$ cat config.mk
export PLATFORM = sky130hd
export DESIGN_NAME = atd_aux_trig_ctrl
export DESIGN_NICKNAME = d
export VERILOG_FILES = /design/src/atd_pkg.sv /design/src/atd_aux_trig_ctrl.sv
export SDC_FILE = /design/constraint.sdc
export NUM_CORES = 1
export LEC_CHECK = 0
export BUFFER_PORTS_ARGS = -buffer_cell sky130_fd_sc_hd__buf_4
export CORE_AREA = 2 2 78 80
export CTS_CLUSTER_SIZE = 12
export DETAILED_ROUTE_END_ITERATION = 16
export DIE_AREA = 0 0 80 82
export PLACE_DENSITY = 0.84
export SYNTH_ARGS = -nofsm -noshare
export SYNTH_HDL_FRONTEND = slang
export SYNTH_SLANG_ARGS = --single-unit
export TNS_END_PERCENT = 20
$ cat constraint.sdc
create_clock -name CORE_CLK_IN -period 1.8 [get_ports CORE_CLK_IN]
set_clock_uncertainty 0.15 [all_clocks]
set_input_delay 0.36 -clock CORE_CLK_IN [delete_from_list [all_inputs] [get_ports CORE_CLK_IN]]
set_output_delay 0.36 -clock CORE_CLK_IN [all_outputs]
set_load 0.02 [all_outputs]
$ cat src/atd_pkg.sv
package atd_pkg;

  // ----------------------------------------------------------------
  // Register map (byte addresses, one word each)
  // ----------------------------------------------------------------
  localparam logic [7:0] AUX_TRIG_DELAY_CONTROL_OFS = 8'h08;
  localparam logic [7:0] SOURCE_SELECTION_CONTROL_OFS = 8'h0C;
  localparam int ADDR_LSB = 2;
  localparam int ADDR_MSB = 7;

  // ----------------------------------------------------------------
  // Field positions, auxiliary trigger delay control
  // ----------------------------------------------------------------
  localparam int TAP_LSB = 0;
  localparam int TAP_W = 9;
  localparam int TAP_LOAD_BIT = 9;
  localparam int INT_DLY_LSB = 12;
  localparam int INT_DLY_W = 2;

  // ----------------------------------------------------------------
  // Field positions, source selection control
  // ----------------------------------------------------------------
  localparam int SYNC_MASTER_BIT = 0;
  localparam int CLK_MASTER_BIT = 1;
  localparam int GATE_DRV_LSB = 16;
  localparam int SYNC_DRV_LSB = 20;
  localparam int LED_SRC_LSB = 24;
  localparam int SEL_W = 3;

  // ----------------------------------------------------------------
  // Reset values
  // ----------------------------------------------------------------
  localparam logic [TAP_W-1:0] TAP_RST = 9'h000;
  localparam logic TAP_LOAD_RST = 1'b0;
  localparam logic [INT_DLY_W-1:0] INT_DLY_RST = 2'h0;
  localparam logic [SEL_W-1:0] SEL_RST = 3'h0;

  // ----------------------------------------------------------------
  // Indicator lamp source codes
  // ----------------------------------------------------------------
  typedef enum logic [SEL_W-1:0] {
    LED_OFF = 3'h0,
    LED_GATE_IN = 3'h1,
    LED_SYNC_IN = 3'h2,
    LED_PPS_IN = 3'h3,
    LED_GATE_BUS = 3'h4,
    LED_SYNC_BUS = 3'h5,
    LED_USER_A = 3'h6,
    LED_USER_B = 3'h7
  } atd_led_src_t;

  // ----------------------------------------------------------------
  // Whole state of the block
  // ----------------------------------------------------------------
  typedef struct packed {
    logic [TAP_W-1:0] tap;
    logic tap_load;
    logic [INT_DLY_W-1:0] int_dly;
    logic [SEL_W-1:0] led_src;
    logic [SEL_W-1:0] sync_drv;
    logic [SEL_W-1:0] gate_drv;
    logic sync_master;
    logic clk_master;
    logic load_strobe;
    logic wr_aux;
    logic wr_src;
    logic [31:0] rdata;
    logic sync1;
    logic sync2;
    logic sync3;
    logic trig_filt;
    logic [2:0] dly;
    logic trig_out;
    logic led;
  } atd_state_t;

endpackage

$ cat src/atd_aux_trig_ctrl.sv
`timescale 1ns/1ns
module atd_aux_trig_ctrl
(
  // Clock and reset
  input wire logic CORE_CLK_IN,
  input wire logic RST_N_IN,
  // AHB-Lite slave
  input wire logic HSEL_IN,
  input wire logic [31:0] HADDR_IN,
  input wire logic [1:0] HTRANS_IN,
  input wire logic HWRITE_IN,
  input wire logic [2:0] HSIZE_IN,
  input wire logic HREADY_IN,
  input wire logic [31:0] HWDATA_IN,
  output logic [31:0] HRDATA_OUT,
  output logic HREADYOUT_OUT,
  output logic HRESP_OUT,
  // Input delay element
  output logic [8:0] TAP_VALUE_OUT,
  output logic TAP_LOAD_OUT,
  input wire logic AUX_TRIG_TAPPED_IN,
  output logic AUX_TRIG_OUT,
  // Lamp sources, same clock
  input wire logic GATE_SEL_IN,
  input wire logic SYNC_SEL_IN,
  input wire logic PPS_SEL_IN,
  input wire logic GATE_BUS_IN,
  input wire logic SYNC_BUS_IN,
  input wire logic USER_PPS_IN,
  output logic LED_OUT,
  // Drive selects and master controls
  output logic [2:0] SYNC_DRV_SEL_OUT,
  output logic [2:0] GATE_DRV_SEL_OUT,
  output logic SYNC_MASTER_OUT,
  output logic CLK_MASTER_OUT
);

  atd_pkg::atd_state_t st;
  atd_pkg::atd_state_t next_st;
  logic take;
  logic [7:0] addr_lo;

  // ----------------------------------------------------------------
  // Register read images
  // ----------------------------------------------------------------
  function automatic logic [31:0] aux_image(input atd_pkg::atd_state_t s);
    logic [31:0] w;
    w = 32'h0000_0000;
    w[atd_pkg::TAP_LSB +: atd_pkg::TAP_W] = s.tap;
    w[atd_pkg::TAP_LOAD_BIT] = s.tap_load;
    w[atd_pkg::INT_DLY_LSB +: atd_pkg::INT_DLY_W] = s.int_dly;
    return w;
  endfunction

  function automatic logic [31:0] src_image(input atd_pkg::atd_state_t s);
    logic [31:0] w;
    w = 32'h0000_0000;
    w[atd_pkg::SYNC_MASTER_BIT] = s.sync_master;
    w[atd_pkg::CLK_MASTER_BIT] = s.clk_master;
    w[atd_pkg::GATE_DRV_LSB +: atd_pkg::SEL_W] = s.gate_drv;
    w[atd_pkg::SYNC_DRV_LSB +: atd_pkg::SEL_W] = s.sync_drv;
    w[atd_pkg::LED_SRC_LSB +: atd_pkg::SEL_W] = s.led_src;
    return w;
  endfunction

  // ----------------------------------------------------------------
  // Address phase decode
  // ----------------------------------------------------------------
  // Only NONSEQ/SEQ with the bus ready counts; idle and busy are ignored
  assign take = HSEL_IN & HTRANS_IN[1] & HREADY_IN;
  assign addr_lo = HADDR_IN[7:0];

  // Next state of the whole block
  always_comb
  begin
    next_st = st;
    // Data phase of a write: whole word taken whatever HSIZE_IN says, always zero wait
    if (st.wr_aux)
    begin
      next_st.tap = HWDATA_IN[atd_pkg::TAP_LSB +: atd_pkg::TAP_W];
      next_st.tap_load = HWDATA_IN[atd_pkg::TAP_LOAD_BIT];
      next_st.int_dly = HWDATA_IN[atd_pkg::INT_DLY_LSB +: atd_pkg::INT_DLY_W];
    end
    if (st.wr_src)
    begin
      next_st.led_src = HWDATA_IN[atd_pkg::LED_SRC_LSB +: atd_pkg::SEL_W];
      next_st.sync_drv = HWDATA_IN[atd_pkg::SYNC_DRV_LSB +: atd_pkg::SEL_W];
      next_st.gate_drv = HWDATA_IN[atd_pkg::GATE_DRV_LSB +: atd_pkg::SEL_W];
      next_st.sync_master = HWDATA_IN[atd_pkg::SYNC_MASTER_BIT];
      next_st.clk_master = HWDATA_IN[atd_pkg::CLK_MASTER_BIT];
    end
    // Falling load bit fires the element once; a held level does nothing
    next_st.load_strobe = st.tap_load & ~next_st.tap_load;
    // Capture the new transfer; read image taken after any write lands
    next_st.wr_aux = take & HWRITE_IN & (addr_lo == atd_pkg::AUX_TRIG_DELAY_CONTROL_OFS);
    next_st.wr_src = take & HWRITE_IN & (addr_lo == atd_pkg::SOURCE_SELECTION_CONTROL_OFS);
    next_st.rdata = 32'h0000_0000;
    if (take & ~HWRITE_IN)
    begin
      if (addr_lo == atd_pkg::AUX_TRIG_DELAY_CONTROL_OFS)
      begin
        next_st.rdata = aux_image(next_st);
      end
      else if (addr_lo == atd_pkg::SOURCE_SELECTION_CONTROL_OFS)
      begin
        next_st.rdata = src_image(next_st);
      end
    end
    // Pin synchroniser; a change counts once stages two and three agree
    next_st.sync1 = AUX_TRIG_TAPPED_IN;
    next_st.sync2 = st.sync1;
    next_st.sync3 = st.sync2;
    if (st.sync2 == st.sync3)
    begin
      next_st.trig_filt = st.sync3;
    end
    // Whole-cycle delay after the tap stage
    next_st.dly = {st.dly[1:0], st.trig_filt};
    unique case (st.int_dly)
      2'h0: next_st.trig_out = st.trig_filt;
      2'h1: next_st.trig_out = st.dly[0];
      2'h2: next_st.trig_out = st.dly[1];
      2'h3: next_st.trig_out = st.dly[2];
    endcase
    // Lamp source select
    unique case (atd_pkg::atd_led_src_t'(st.led_src))
      atd_pkg::LED_OFF: next_st.led = 1'b0;
      atd_pkg::LED_GATE_IN: next_st.led = GATE_SEL_IN;
      atd_pkg::LED_SYNC_IN: next_st.led = SYNC_SEL_IN;
      atd_pkg::LED_PPS_IN: next_st.led = PPS_SEL_IN;
      atd_pkg::LED_GATE_BUS: next_st.led = GATE_BUS_IN;
      atd_pkg::LED_SYNC_BUS: next_st.led = SYNC_BUS_IN;
      atd_pkg::LED_USER_A, atd_pkg::LED_USER_B: next_st.led = USER_PPS_IN;
    endcase
  end

  // State register; constants only under reset
  always_ff @(posedge CORE_CLK_IN or negedge RST_N_IN)
  begin
    if (!RST_N_IN)
    begin
      st <= '0;
      st.tap <= atd_pkg::TAP_RST;
      st.tap_load <= atd_pkg::TAP_LOAD_RST;
      st.int_dly <= atd_pkg::INT_DLY_RST;
      st.led_src <= atd_pkg::SEL_RST;
      st.sync_drv <= atd_pkg::SEL_RST;
      st.gate_drv <= atd_pkg::SEL_RST;
    end
    else
    begin
      st <= next_st;
    end
  end

  // ----------------------------------------------------------------
  // Outputs
  // ----------------------------------------------------------------
  // No wait states, so the slave is always ready and always OKAY
  assign HREADYOUT_OUT = 1'b1;
  assign HRESP_OUT = 1'b0;
  assign HRDATA_OUT = st.rdata;
  assign TAP_VALUE_OUT = st.tap;
  assign TAP_LOAD_OUT = st.load_strobe;
  assign AUX_TRIG_OUT = st.trig_out;
  assign LED_OUT = st.led;
  assign SYNC_DRV_SEL_OUT = st.sync_drv;
  assign GATE_DRV_SEL_OUT = st.gate_drv;
  assign SYNC_MASTER_OUT = st.sync_master;
  assign CLK_MASTER_OUT = st.clk_master;
endmodule

== Yosys cells after proc, flatten, opt, wreduce, memory -nomap -nowiden ==
Index checks and enable logic that the tools add are counted.

* Register bits after elaboration: 67
* Memories kept: 0
* Input port bits: 81
* Word-level logic and storage cells: 51
* Bits in read-only memories: 0
* Latch bits: 0
* Output and inout port bits: 54
* RAM bits: 0

* $mul: 0
* Equality and inequality tests: 13
* Shifts and indexed selects: 0
* Divide/modulo/power cells: 0
* Order comparisons: 0
* Add/subtract/negate cells: 0
* Bitwise gates (word level): 9
* Mux-type cells: 7
* Reductions and logical operators: 3

{| class="wikitable"
|+ Operators by type and width
! operator !! count
|-
| 2-to-1 mux 27 bit || 3
|-
| equality test 8 x 4 -> 1 bit, second input constant || 2
|-
| equality test 3 bit, second input constant || 4
|-
| 2-to-1 mux 12 bit || 1
|-
| 2-to-1 mux 11 bit || 1
|-
| AND 1 bit || 7
|-
| one-hot mux 1 bit (7 select lines) || 1
|-
| equality test 3 x 2 -> 1 bit, second input constant || 2
|-
| equality test 2 bit, second input constant || 2
|-
| one-hot mux 1 bit (4 select lines) || 1
|-
| equality test 3 x 1 -> 1 bit, second input constant || 1
|-
| logical NOT 3 bit || 1
|-
| equality test 2 x 1 -> 1 bit, second input constant || 1
|-
| logical NOT 2 bit || 1
|-
| NOT 1 bit || 2
|-
| OR reduction 2 bit || 1
|-
| equality test 1 bit || 1
|}

== Longest topological paths before layout ==
* Depth after elaboration: 4
* Mapped depth: 4
* Mapped depth without buffers: 3

== Worst setup path after synthesis ==
Ideal clock, no wire load.

* Path type: input to register
* Start: input port HADDR_IN[2]
* End: register st (netlist bit HRDATA_OUT[16])
* Library setup time: 0.065 ns
* Path buffers: 1
* Setup slack: 0.433 ns
* Data required time: 1.585 ns
* Arrival: 1.152 ns
* Stages: 4
* Cell sequence: clkbuf_1 nor2b_1 nand4_1 and2b_1

{| class="wikitable"
|+ RTL lines
! what !! line !! text
|-
| start, declared || atd_aux_trig_ctrl.sv:9 || <nowiki>input wire logic [31:0] HADDR_IN,</nowiki>
|-
| end signal, assigned || atd_aux_trig_ctrl.sv:152 || <nowiki>st <= next_st;</nowiki>
|-
| end, declared || atd_aux_trig_ctrl.sv:38 || <nowiki>atd_pkg::atd_state_t st;</nowiki>
|}

==> flow_metrics.tcl <==
set metrics [dict create \
    die-height_microns 82 \
    first_pass_iters 4 \
    hold_viol_final 0 \
    syn_area_sq_um 2410 \
    drive_gt1_frac 0.517 \
    status "finished clean" \
    endpoint_kind "flop" \
    drcViolationCount 0 \
    hp-class "in2reg" \
    grt_max_degree 57 \
    grt_overflow 0 \
    ctsHtreeMaxLevel 2 \
    power_density_nw_per_um2 713 \
    slew_headroom 0.546 \
    postRouteAntennaNets 0 \
    cts_tree "built" \
    cts-root-buf "clkbuf_8" \
    initial_core_util 0.420 \
    dieArea_sq_um 6560 \
    required_ps 1840 \
    synth_warnings 0 \
    slowest_delay_ps 400 \
    cts_buffer_depth 2 \
    syn_area_per_cell_sq_um 13.4 \
    clkTransAtPathRegs_ps 100 \
    ir_drop_mv 0.283 \
    cts_setup_buffers 0 \
    postSynthCellCount 180 \
    crit_arrival_ps 1460 \
    coreArea_sq_um 5750 \
    whs_ps 54.4 \
    synthDistinctLibCells 24 \
    routed_via_density 4.39 \
    area_delta_synth_final_pct 21.1 \
    io_pins 135 \
    hpwl_mm 3.07 \
    nNetsFinal 315 \
    place.gp.congestion 0.730 \
    worstSetupStartpointType "flop" \
    cts_buffers 5 \
    tightestPinTransition_ps 681 \
    setup_violations 0 \
    max-cap-violations 0 \
    fin_crit_sh 0.787 \
    ys_seq_area_frac 0.580 \
    track_usage 0.129 \
    antenna_found_initial 0 \
    totalWireLength_mm 4.12 \
    ctsResizeCount 0 \
    finalMaxSlewViolations 0 \
    p_leak_nw 1.58 \
    fin_crit_ps 1420 \
    cp_cell_sequence "buf_4, mux2_2, and2b_1" \
    die_w_microns 80 \
    path_class "reg2reg" \
    cp_slowest_cell "dfrtp_1" \
    drt_iter0_drc 29 \
    grt_pass1_vias 1324 \
    fillCellCount 523 \
    rsz0062_at_grt "no" \
    regArea_sq_um 1400 \
    antenna-diode-count 0 \
    crit_family "flip-flops" \
    vias 1358 \
    grt_pass1_wl_mm 6.25 \
    insertion_delay_ps 300 \
    multi_input_area_sq_um 667 \
    cp_max_fo 11 \
    fmax_mhz 706 \
    synth-seq-cells 56 \
    port_buffers 82 \
    fin_setup_tns_ps 0 \
    wire_per_inst_microns 13.3 \
    cp_num_buf_inv 1 \
    clock-sinks 56 \
    ctsHoldBuffers 2 \
    fp-row-count 28 \
]
[metrics by stage]
stage	util	cells	cell area (sq um)	setup WS, ps	power [mW]
global placement	0.492	300	2820	262	1.47
CTS	0.509	309	2930	364	2.12
detailed placement	0.492	300	2820	255	1.47
floorplan	-	191	2460	433	1.39
finish	0.509	309	2930	383	2.08
global route	0.509	309	2930	305	2.19
[cells in the mapped netlist, drive strengths merged]
master / instances / area share
and2: 1 / 0.0026
mux2i: 4 / 0.017
inv: 1 / 0.0016
dfrtp: 56 / 0.58
o221a: 1 / 0.0047
or4: 1 / 0.0047
nand4: 2 / 0.0052
and2b: 16 / 0.050
maj3: 1 / 0.0041
nor4: 4 / 0.017
buf: 51 / 0.16
mux4: 1 / 0.0093
nor2: 3 / 0.0047
clkbuf: 1 / 0.0016
o22a: 1 / 0.0036
nand3b: 1 / 0.0031
mux2: 23 / 0.11
conb: 2 / 0.0031
nor2b: 4 / 0.010
and4bb: 1 / 0.0052
nand2: 4 / 0.0062
nand3: 1 / 0.0021
[layer usage]
layer  vias up  part of all wire  GRT usage
met5         -                 0          0
met4         0             0.013     0.0508
met3         5             0.062     0.0297
met2        57              0.52      0.228
met1       660              0.40      0.152
li1        636                 -          -
[sequential cells by signal, indices dropped and copies added (netlist names)]
register / cells
SYNC_MASTER_OUT: 1
TAP_VALUE_OUT: 9
st: 10
TAP_LOAD_OUT: 1
AUX_TRIG_OUT: 1
LED_OUT: 1
GATE_DRV_SEL_OUT: 3
next_st: 5
SYNC_DRV_SEL_OUT: 3
HRDATA_OUT: 21
CLK_MASTER_OUT: 1
[worst register-to-register path, cell delays in order (launching register included)]
cell	delay (ps)
dfrtp_1	400
buf_4	220
mux2_2	380
and2b_1	160
[cell usage in the layout, fill, tap and decap left out]
master / netlist / final
and4bb_2: 1 / 1
nor4_1: 3 / 3
nor2b_1: 4 / 4
and2b_1: 16 / 16
buf_12: 0 / 1
mux4_2: 1 / 1
nand3_1: 1 / 1
nor4_4: 1 / 1
maj3_1: 1 / 1
dfrtp_1: 56 / 56
buf_4: 50 / 85
nand2_1: 4 / 4
clkbuf_8: 0 / 5
clkinv_2: 0 / 1
dlygate4sd3_1: 0 / 2
o22a_1: 1 / 1
o221a_2: 1 / 1
nor2_1: 3 / 3
nand4_1: 2 / 2
inv_1: 1 / 1
or4_4: 1 / 1
mux2i_1: 4 / 4
and2_0: 1 / 1
clkinvlp_4: 0 / 1
nand3b_1: 1 / 1
mux2_2: 23 / 23
conb_1: 2 / 13
[logic make-up (layout without fill, tap and decap cells)]
| kind of cell | count (synthesis) | in the layout | synth area share |
|---|---|---|---|
| AOI/OAI and AO/OA | 2 | 2 | 0.00829 |
| adders and majority gates | 1 | 1 | 0.00415 |
| buffers and inverters | 53 | 96 | 0.161 |
| DFF | 56 | 56 | 0.580 |
| muxes | 28 | 28 | 0.133 |
| other | 2 | 13 | 0.00311 |
| and+or+nand+nor | 38 | 38 | 0.110 |
[path summary, 6_finish.rpt]
path / slack [ps] / depth (start not counted) / end / startpoint
max reg2reg: 380 / 3 / HRDATA_OUT[5]$_DFF_PN0_ / st[42]$_DFF_PN0_
min reg2reg: 210 / 0 / next_st[6]$_DFF_PN0_ / next_st[7]$_DFF_PN0_
max: 380 / 3 / HRDATA_OUT[5]$_DFF_PN0_ / st[42]$_DFF_PN0_
max in group asynchronous: 530 / 2 / st[52]$_DFF_PN0_ / RST_N_IN
min in group asynchronous: 510 / 2 / HRDATA_OUT[13]$_DFF_PN0_ / RST_N_IN
min: 50 / 2 / TAP_LOAD_OUT$_DFF_PN0_ / HWDATA_IN[9]
[where the power goes]
| part | internal (mW) | total (mW) | switching (mW) | leakage [nW] |
|---|---|---|---|---|
| Clock | 0.264 | 0.636 | 0.371 | 0.0400 |
| Sequential | 1.28 | 1.28 | 0.00920 | 0.764 |
| Combinational | 0.0811 | 0.164 | 0.0830 | 0.776 |
[layout make-up]
class / count / area share
clock inverter: 2 / 0.00428
multi-input combinational: 82 / 0.228
tap: 75 / 0.0321
clock buffer: 5 / 0.0235
inverter: 1 / 0.00128
timing repair buffer: 88 / 0.232
sequential: 56 / 0.479
(Power assumes the default switching activity.)
